## src/hw/irq_bank_pkg.sv

```systemverilog
// package of constants and types for the interrupt enable and flag bank
//
// Summary of operation
// - bit 7 of core control is the global enable gating every request to the core.
// - bit 6 gates all peripheral interrupts together with each source's own enable.
// - bit 5 of core control enables the timer-0 overflow interrupt.
// - bit 4 of core control enables the external pin edge interrupt.
// - bit 3 enables pin-change interrupt; per-pin mask must also be enabled.
// - bit 2 sets on timer-0 rollover and stays set until software clears it.
// - bit 1 sets on selected external pin edge, held until software clears.
// - bit 0 sets when any of port pins 5..0 whose mask bit is set changes; held until cleared.
// - flags set on their condition regardless of any enable bit.
// - peripheral enables at bits 6,5,4,3,1,0; bits 7 and 2 read zero.
// - bit 6 of peripheral flags sets when a conversion completes.
// - bit 5 sets on capture or compare match; unused in PWM mode.
// - bits 4 and 3 set on comparator 2 and 1 output change; held.
// - bit 1 sets on timer-2 count matching its period; held until cleared.
// - bit 0 sets on timer-1 overflow; held until software clears it.
// - reduced variant: conversion, capture/compare, timer-2 bits read zero.
// - timer-0 count is untouched by reset; software loads it before clearing flag.
// - core control bits are read/write and reset to zero.
// - external pin edge is rising when edge select is 1, falling when 0.
package irq_bank_pkg;
   localparam logic [31:0] CORE_CTRL_OFS = 32'h0000_0000;
   localparam logic [31:0] PERIPH_EN_OFS = 32'h0000_0004;
   localparam logic [31:0] PERIPH_FLAG_OFS = 32'h0000_0008;
   localparam logic [31:0] PIN_MASK_OFS = 32'h0000_000C;
   localparam logic [31:0] OPTIONS_OFS = 32'h0000_0010;
   localparam logic [7:0] CORE_CTRL_RST = 8'h00;
   localparam logic [7:0] PERIPH_RST = 8'h00;
   localparam logic [5:0] PIN_MASK_RST = 6'h00;
   localparam logic EDGE_SEL_RST = 1'b1;
   localparam logic [7:0] PERIPH_IMPL_FULL = 8'h7B;
   localparam logic [7:0] PERIPH_IMPL_REDUCED = 8'h18 | 8'h01;
   localparam int GLOBAL_BIT = 7;
   localparam int GROUP_BIT = 6;
   localparam int T0_EN_BIT = 5;
   localparam int EXT_EN_BIT = 4;
   localparam int PORT_EN_BIT = 3;
   localparam int T0_FLAG_BIT = 2;
   localparam int EXT_FLAG_BIT = 1;
   localparam int PORT_FLAG_BIT = 0;
   localparam int ADC_BIT = 6;
   localparam int CAPCOMP_BIT = 5;
   localparam int CMP2_BIT = 4;
   localparam int CMP1_BIT = 3;
   localparam int TMR2_BIT = 1;
   localparam int TMR1_BIT = 0;
   localparam int EDGE_SEL_BIT = 0;
   localparam int PORT_PINS = 6;

   // capture/compare module mode
   typedef enum logic [1:0] {
      CCP_OFF = 2'h0,
      CCP_CAPTURE = 2'h1,
      CCP_COMPARE = 2'h2,
      CCP_PWM = 2'h3
   } ccp_mode_t;

   // one-cycle event pulses from the surrounding peripherals
   typedef struct packed {
      logic timer0_rollover;
      logic conversion_done;
      logic capture_event;
      logic compare_match;
      logic comparator2_change;
      logic comparator1_change;
      logic timer2_match;
      logic timer1_overflow;
   } periph_events_t;

   // decoded software write strobes
   typedef struct packed {
      logic core_ctrl;
      logic periph_en;
      logic periph_flag;
      logic pin_mask;
      logic options;
   } reg_wr_t;
endpackage

```

## src/hw/pin_sync.sv

```systemverilog
// two-stage synchroniser with edge detection for pin inputs
`timescale 1ns/100ps
module pin_sync #(
   parameter int WIDTH = 1
) (
   input wire logic sys_clk_i,
   input wire logic rst_i,
   input wire logic [WIDTH-1:0] pin_i,
   output logic [WIDTH-1:0] level_o,
   output logic [WIDTH-1:0] rise_o,
   output logic [WIDTH-1:0] fall_o
);
   logic [WIDTH-1:0] meta_ff;
   logic [WIDTH-1:0] sync_ff;
   logic [WIDTH-1:0] prev_ff;
   // shifts in ones until meta, sync and history all hold real pin samples
   logic [2:0] fill_ff;

   always_ff @(posedge sys_clk_i or posedge rst_i) begin
      if (rst_i) begin
         meta_ff <= '0;
         sync_ff <= '0;
         prev_ff <= '0;
         fill_ff <= 3'h0;
      end else begin
         meta_ff <= pin_i;
         sync_ff <= meta_ff;
         prev_ff <= sync_ff;
         fill_ff <= {fill_ff[1:0], 1'b1};
      end
   end

   // no edges reported until the history stage holds a real sample
   assign level_o = sync_ff;
   assign rise_o = fill_ff[2] ? (sync_ff & ~prev_ff) : '0;
   assign fall_o = fill_ff[2] ? (~sync_ff & prev_ff) : '0;
endmodule

```

## src/hw/sticky_flag.sv

```systemverilog
// sticky flag bit: hardware set wins over software write
`timescale 1ns/100ps
module sticky_flag (
   input wire logic sys_clk_i,
   input wire logic rst_i,
   input wire logic set_i,
   input wire logic wr_i,
   input wire logic wr_val_i,
   output logic flag_o
);
   logic flag_ff;
   logic nxt_flag;

   assign nxt_flag = set_i ? 1'b1 : (wr_i ? wr_val_i : flag_ff);

   always_ff @(posedge sys_clk_i or posedge rst_i) begin
      if (rst_i) begin
         flag_ff <= 1'b0;
      end else begin
         flag_ff <= nxt_flag;
      end
   end

   assign flag_o = flag_ff;
endmodule

```

## src/hw/irq_enable_flag_bank.sv

```systemverilog
// interrupt enable and flag bank with AHB-Lite register slave
`timescale 1ns/100ps
module irq_enable_flag_bank
   import irq_bank_pkg::*;
#(
   parameter bit REDUCED_VARIANT = 1'b0
) (
   input wire logic sys_clk_i,
   input wire logic rst_i,
   // AHB-Lite slave
   input wire logic hsel_i,
   input wire logic [31:0] haddr_i,
   input wire logic [1:0] htrans_i,
   input wire logic hwrite_i,
   input wire logic [2:0] hsize_i,
   input wire logic [31:0] hwdata_i,
   input wire logic hready_i,
   output logic [31:0] hrdata_o,
   output logic hreadyout_o,
   output logic hresp_o,
   // pins
   input wire logic ext_irq_pin_i,
   input wire logic [5:0] port_a_pins_i,
   // peripheral events, same clock domain
   input wire periph_events_t events_i,
   input wire ccp_mode_t capcomp_mode_i,
   // request to the core
   output logic irq_o
);
   ////////////////////////////////////////////////////////////////////////////////
   // bus address phase capture
   logic wr_pend_ff;
   logic rd_pend_ff;
   logic [7:0] addr_ff;
   logic [31:0] rdata_ff;
   logic addr_phase;
   logic [31:0] rd_word;
   reg_wr_t wr;
   logic [7:0] wbyte;

   assign addr_phase = hsel_i & hready_i & htrans_i[1];

   always_ff @(posedge sys_clk_i or posedge rst_i) begin
      if (rst_i) begin
         wr_pend_ff <= 1'b0;
         rd_pend_ff <= 1'b0;
         addr_ff <= 8'h00;
      end else begin
         wr_pend_ff <= addr_phase & hwrite_i;
         rd_pend_ff <= addr_phase & ~hwrite_i;
         addr_ff <= addr_phase ? haddr_i[7:0] : addr_ff;
      end
   end

   function automatic logic hit(input logic [7:0] a, input logic [31:0] ofs);
      hit = (a == ofs[7:0]);
   endfunction

   assign wbyte = hwdata_i[7:0];
   assign wr.core_ctrl = wr_pend_ff & hit(addr_ff, CORE_CTRL_OFS);
   assign wr.periph_en = wr_pend_ff & hit(addr_ff, PERIPH_EN_OFS);
   assign wr.periph_flag = wr_pend_ff & hit(addr_ff, PERIPH_FLAG_OFS);
   assign wr.pin_mask = wr_pend_ff & hit(addr_ff, PIN_MASK_OFS);
   assign wr.options = wr_pend_ff & hit(addr_ff, OPTIONS_OFS);

   ////////////////////////////////////////////////////////////////////////////////
   // pin synchronisation
   logic ext_rise;
   logic ext_fall;
   logic [5:0] port_rise;
   logic [5:0] port_fall;

   pin_sync #(.WIDTH(1)) u_ext_sync (
      .sys_clk_i(sys_clk_i),
      .rst_i(rst_i),
      .pin_i(ext_irq_pin_i),
      .level_o(),
      .rise_o(ext_rise),
      .fall_o(ext_fall)
   );

   pin_sync #(.WIDTH(PORT_PINS)) u_port_sync (
      .sys_clk_i(sys_clk_i),
      .rst_i(rst_i),
      .pin_i(port_a_pins_i),
      .level_o(),
      .rise_o(port_rise),
      .fall_o(port_fall)
   );

   ////////////////////////////////////////////////////////////////////////////////
   // enables, mask and edge select
   logic [7:0] core_en_ff;
   logic [7:0] periph_en_ff;
   logic [5:0] pin_change_mask_ff;
   logic ext_edge_select_ff;
   logic [7:0] periph_impl;

   assign periph_impl = REDUCED_VARIANT ? PERIPH_IMPL_REDUCED : PERIPH_IMPL_FULL;

   always_ff @(posedge sys_clk_i or posedge rst_i) begin
      if (rst_i) begin
         core_en_ff <= CORE_CTRL_RST;
         periph_en_ff <= PERIPH_RST;
         pin_change_mask_ff <= PIN_MASK_RST;
         ext_edge_select_ff <= EDGE_SEL_RST;
      end else begin
         if (wr.core_ctrl) begin
            core_en_ff <= wbyte & 8'hF8;
         end
         if (wr.periph_en) begin
            periph_en_ff <= wbyte & periph_impl;
         end
         if (wr.pin_mask) begin
            pin_change_mask_ff <= wbyte[5:0];
         end
         if (wr.options) begin
            ext_edge_select_ff <= wbyte[EDGE_SEL_BIT];
         end
      end
   end

   ////////////////////////////////////////////////////////////////////////////////
   // flag set conditions, independent of any enable
   logic [7:0] core_set;
   logic [7:0] periph_set;
   logic ext_edge;
   logic port_change;
   logic capcomp_event;

   assign ext_edge = ext_edge_select_ff ? ext_rise : ext_fall;
   // only masked pins raise the change flag
   assign port_change = |((port_rise | port_fall) & pin_change_mask_ff);
   assign capcomp_event = (capcomp_mode_i == CCP_CAPTURE) ? events_i.capture_event :
                          (capcomp_mode_i == CCP_COMPARE) ? events_i.compare_match :
                          1'b0;

   assign core_set = {5'h00,
                      events_i.timer0_rollover,
                      ext_edge,
                      port_change};
   assign periph_set = {1'b0,
                        events_i.conversion_done,
                        capcomp_event,
                        events_i.comparator2_change,
                        events_i.comparator1_change,
                        1'b0,
                        events_i.timer2_match,
                        events_i.timer1_overflow} & periph_impl;

   logic [2:0] core_flags;
   logic [7:0] periph_flags;

   genvar gi;
   generate
      for (gi = 0; gi < 3; gi++) begin : g_core_flag
         sticky_flag u_flag (
            .sys_clk_i(sys_clk_i),
            .rst_i(rst_i),
            .set_i(core_set[gi]),
            .wr_i(wr.core_ctrl),
            .wr_val_i(wbyte[gi]),
            .flag_o(core_flags[gi])
         );
      end
      for (gi = 0; gi < 8; gi++) begin : g_periph_flag
         if (PERIPH_IMPL_FULL[gi] && (!REDUCED_VARIANT || PERIPH_IMPL_REDUCED[gi])) begin : g_impl
            sticky_flag u_flag (
               .sys_clk_i(sys_clk_i),
               .rst_i(rst_i),
               .set_i(periph_set[gi]),
               .wr_i(wr.periph_flag),
               .wr_val_i(wbyte[gi]),
               .flag_o(periph_flags[gi])
            );
         end else begin : g_unimpl
            assign periph_flags[gi] = 1'b0;
         end
      end
   endgenerate

   ////////////////////////////////////////////////////////////////////////////////
   // interrupt request
   logic [7:0] core_ctrl_rd;
   logic core_pending;
   logic periph_pending;
   logic irq_ff;

   assign core_ctrl_rd = {core_en_ff[7:3], core_flags};
   assign core_pending = (core_en_ff[T0_EN_BIT] & core_flags[T0_FLAG_BIT]) |
                         (core_en_ff[EXT_EN_BIT] & core_flags[EXT_FLAG_BIT]) |
                         (core_en_ff[PORT_EN_BIT] & core_flags[PORT_FLAG_BIT]);
   // a stale flag fires as soon as its enable is written
   assign periph_pending = core_en_ff[GROUP_BIT] & |(periph_en_ff & periph_flags);

   always_ff @(posedge sys_clk_i or posedge rst_i) begin
      if (rst_i) begin
         irq_ff <= 1'b0;
      end else begin
         irq_ff <= core_en_ff[GLOBAL_BIT] & (core_pending | periph_pending);
      end
   end

   assign irq_o = irq_ff;

   ////////////////////////////////////////////////////////////////////////////////
   // read data
   assign rd_word = hit(addr_ff, CORE_CTRL_OFS) ? {24'h000000, core_ctrl_rd} :
                    hit(addr_ff, PERIPH_EN_OFS) ? {24'h000000, periph_en_ff} :
                    hit(addr_ff, PERIPH_FLAG_OFS) ? {24'h000000, periph_flags} :
                    hit(addr_ff, PIN_MASK_OFS) ? {26'h0000000, pin_change_mask_ff} :
                    hit(addr_ff, OPTIONS_OFS) ? {31'h00000000, ext_edge_select_ff} :
                    32'h00000000;

   assign rdata_ff = rd_word;
   assign hrdata_o = rd_pend_ff ? rdata_ff : 32'h00000000;
   assign hreadyout_o = 1'b1;
   assign hresp_o = 1'b0;
endmodule

```

## config.mk

```make
export PLATFORM = sky130hd
export DESIGN_NAME = irq_enable_flag_bank
export DESIGN_NICKNAME = d
export VERILOG_FILES = /design/src/hw/irq_bank_pkg.sv /design/src/hw/pin_sync.sv /design/src/hw/sticky_flag.sv /design/src/hw/irq_enable_flag_bank.sv
export SDC_FILE = /design/constraint.sdc
export NUM_CORES = 1
export LEC_CHECK = 0
export ABC_AREA = 1
export BUFFER_PORTS_ARGS = -buffer_cell sky130_fd_sc_hd__buf_2
export CAP_MARGIN = 20
export CORE_ASPECT_RATIO = 0.75
export CORE_MARGIN = 8
export CORE_UTILIZATION = 54
export CTS_BUF_LIST = sky130_fd_sc_hd__clkbuf_8
export CTS_CLUSTER_DIAMETER = 200
export DETAILED_ROUTE_END_ITERATION = 16
export GPL_TIMING_DRIVEN = 0
export PLACE_DENSITY = 0.87
export REMOVE_ABC_BUFFERS = 1
export SETUP_SLACK_MARGIN = 0.2
export SLEW_MARGIN = 5
export SYNTH_ARGS = -nofsm -noshare
export SYNTH_HDL_FRONTEND = slang
export SYNTH_HIERARCHICAL = 1
export SYNTH_SLANG_ARGS = --single-unit
```

## constraint.sdc

```tcl
create_clock -name sys_clk_i -period 4 [get_ports sys_clk_i]
set_clock_uncertainty 0.05 [all_clocks]
set_input_delay 0.8 -clock sys_clk_i [delete_from_list [all_inputs] [get_ports sys_clk_i]]
set_output_delay 0.8 -clock sys_clk_i [all_outputs]
set_load 0.03 [all_outputs]
```

==> impl_metrics.py <==
metrics = {
    "run_status": {
        "run_status": "finished, final reports clean",
    },
    "final_layout": {
        "final_layout_size_suffix_gt1_frac": 0.281,
        "n_antenna_cell": 0,
        "nets": 509,
        "area_growth_syn_to_layout_pct": 13.4,
        "finalCoreUtilization": 0.630,
    },
    "timing": {
        "finalHoldViolCount": 0,
        "fin_ws_ps": 1320,
        "max_slew.worst_pin.slew_ps": 743,
        "setup_failing_eps_final": 0,
        "fin_tns_setup_ps": 0,
        "worst_hold_slack_ps": 299,
        "grt_setup_unrepaired": "no",
        "timing.max_slew.rel_slack": 0.504,
        "max_freq_mhz": 373,
        "final-max-slew-violation-count": 0,
        "layout_worst_path_cycle_share": 0.670,
        "finalCriticalPeriod_ps": 2680,
    },
    "critical_path": {
        "maximum_fanout_along_the_worst_path": 14,
        "crit_path_end_kind": "output pin",
        "crit_slowest_cell": "dfrtp_1",
        "worstPathCellList": "inv_1 > nand2_2 > nor2_4 > nand3_1 > nand2_1 > nor2_1 > nor2_1 > buf_2",
        "timing.critical_path.mode_cell": "nor2_1",
        "worstPathArrival_ps": 1830,
        "worst_setup_path_start_kind": "flop",
        "critPathRequiredTime_ps": 3150,
        "worst_path_largest_cell_delay_ps": 420,
        "path_class": "flop to output pin",
    },
    "floorplanning": {
        "placementRows": 24,
        "core_area_um2": 5800,
        "initial_cell_density_of_the_core": 0.556,
        "area_of_the_die_um2": 8720,
        "fp.dieH_um": 82.9,
        "die_w_um": 105,
        "io_pins": 126,
    },
    "power_and_ir_drop": {
        "seq_power_share": 0.480,
        "p_int_uw": 1110,
        "part_of_the_power_in_combinational_logic": 0.096,
        "leakage_uw": 0.00189,
        "sw_frac_of_total": 0.252,
        "power.total_uw": 1480,
        "clockPowerShare": 0.424,
        "power-per-cell-area_nw_per_um2": 405,
        "maximum_vdd_drop_uv": 171,
        "netSwitchingPower_uw": 373,
    },
    "clock_network": {
        "tritoncts": "done",
        "hold_buffers": 0,
        "clock_tree.htree_level_count": 3,
        "cts_root_buf": "clkbuf_8",
        "post_cts_buffers": 0,
        "worst_setup_hold_path_clk_slew_ps": 70,
        "clk-insertion-delay-late_ps": 340,
        "cts_sinks": 65,
        "ctsResizeCount": 0,
        "tritoncts.num_buffers": 9,
        "cts_max_path_buffers": 2,
    },
    "routing": {
        "first_iter_violations": 305,
        "wire_per_inst_um": 13.8,
        "ant_nets": 0,
        "dr_total_vias": 2423,
        "detail_route.wirelength_um": 6930,
        "dr.pass1.iters": 4,
        "drt-vias-per-instance": 4.84,
        "drc": 0,
    },
    "grt": {
        "wire_length_of_the_first_global_routing_pass_um": 11400,
        "antenna_found_initial": 0,
        "maximum_number_of_pins_on_one_net_before_global_route_repair": 30,
        "first_global_vias": 2482,
        "track_usage": 0.163,
        "grt_overflow_total": 0,
    },
    "run": {
        "maxCapViolCount": 0,
    },
    "synthesis": {
        "synth_sequential_area_ratio": 0.505,
        "synth_enable_flop_cells": 0,
        "syn-cell-area_um2": 3220,
        "netlist-cell-type-count": 27,
        "postSynth.topFlopCell": "dfrtp_1",
        "synth_async_sr_flop_share": 1.00,
        "ys_seq_elements": 65,
        "syn-instance-count": 367,
        "yosys_warnings": 6,
        "avgSynthCellArea_um2": 8.78,
    },
    "place": {
        "gp_routability_congestion": 0.878,
        "detailedPlacementHpwl_um": 5180,
        "dp_slack_ps": 1710,
        "count_of_buffers_inserted_at_the_top_level_ports": 47,
    },
    "worst_hold_path": {
        "worstHoldPathType": "flop to flop",
    },
}
==> cells by family (layout without fill, tap and decap cells) <==
logic type,count (synthesis),in the layout,share of synthesized area
and+or+nand+nor,169,169,0.265
AOI/OAI and AO/OA,45,45,0.0851
other,4,28,0.00466
DFF,65,65,0.505
buffers and inverters,84,116,0.140
==> per-stage QoR <==
step                      instance area, um^2  std cells
after floorplan                          3060        359
after global placement                   3400        484
after detailed placement                 3400        484
after CTS                                3630        500
after global routing                     3650        501
final                                    3650        501
==> Yosys cell counts, types with 6 or more instances <==
library cell  number  area, um^2
buf_4             26         195
nand2_2           14        87.6
nand2_1           73         274
o21ai_1           10        50.1
a21oi_1           15        75.1
o21ai_2           13         114
dfrtp_1           64        1600
nor2_4             6        67.6
nand3_1           18        90.1
nor2_1            37         139
nand3_2           11         110
inv_1             46         173
o21ai_0            7        35.0
==> cell type report <==
type,instances,area [um^2]
Sequential cell,65,1630
Fill cell,475,2140
Multi-Input combinational cell,242,1230
Clock buffer,11,151
Timing Repair Buffer,48,263
Tap cell,78,97.6
Inverter,52,203
Clock inverter,5,78.8
==> worst paths after layout <==
check	from	endpoint	slack, ps	cells past startpoint
worst max-delay path	addr_ff[6]	hrdata_o[5]	1320	8
worst min-delay path	u_port_sync/meta_ff[4]	u_port_sync/level_o[4]	300	0
worst max register to register	addr_ff[6]	g_periph_flag[4].g_impl.u_flag/flag_o	2180	7
worst min register to register	u_port_sync/meta_ff[4]	u_port_sync/level_o[4]	300	0
max in group asynchronous	rst_i	u_port_sync/meta_ff[4]	2750	2
min in group asynchronous	rst_i	g_periph_flag[5].g_impl.u_flag/flag_o	370	2
==> power by group through the flow <==
| stage | sequential [uW] | clock, uW | combinational, uW |
|---|---|---|---|
| after floorplan | 717 | 0 | 99.3 |
| after global placement | 720 | 0 | 132 |
| after detailed placement | 723 | 0 | 137 |
| after CTS | 710 | 637 | 138 |
| after global routing | 714 | 662 | 158 |
| final | 711 | 627 | 142 |
==> per-layer routing <==
layer  share of wire  track usage  wire [um]
met1            0.43        0.196       2950
met2            0.47        0.255       3290
met3           0.086       0.0664        596
met4           0.014       0.0633         98
met5               0            0          0
==> sequential cells by signal, indices dropped and copies added, names as in the netlist, 3 cells and up <==
signal and count:
u_port_sync/level_o 6, u_port_sync/fill_ff 3, u_ext_sync/fill_ff 3, g_core_flag.u_flag/flag_o 3, g_periph_flag.g_impl.u_flag/flag_o 6, pin_change_mask_ff 6, core_en_ff 5, u_port_sync/prev_ff 6
addr_ff 8, u_port_sync/meta_ff 6, periph_en_ff 6
==> worst max-delay path, delay by kind of cell (launching register included) <==
kind / cells / cell delay [ps]
AND/OR/NAND/NOR: 6 / 750
buffers and inverters: 2 / 310
flip-flops: 1 / 420
==> layout by cell type, fill, tap and decap left out <==
master | Yosys | routed
a21oi_1 | 15 | 15
and3_1 | 1 | 1
buf_16 | 0 | 1
buf_2 | 0 | 47
bufinv_16 | 0 | 2
clkbuf_8 | 0 | 11
clkinv_4 | 1 | 1
clkinvlp_4 | 0 | 2
conb_1 | 4 | 28
dfrtp_1 | 64 | 64
dfstp_2 | 1 | 1
inv_1 | 46 | 47
inv_2 | 4 | 4
inv_4 | 1 | 1
nand2_1 | 73 | 73
nand2_2 | 14 | 14
nand2_4 | 2 | 2
nand3_1 | 18 | 18
nand3_2 | 11 | 11
nand3_4 | 1 | 1
nand3b_1 | 1 | 1
nand4_1 | 3 | 3
nor2_1 | 37 | 37
nor2_2 | 2 | 2
nor2_4 | 6 | 6
o21ai_0 | 7 | 7
o21ai_1 | 10 | 10
o21ai_2 | 13 | 13
No activity file was read; power rests on OpenSTA's default activity.
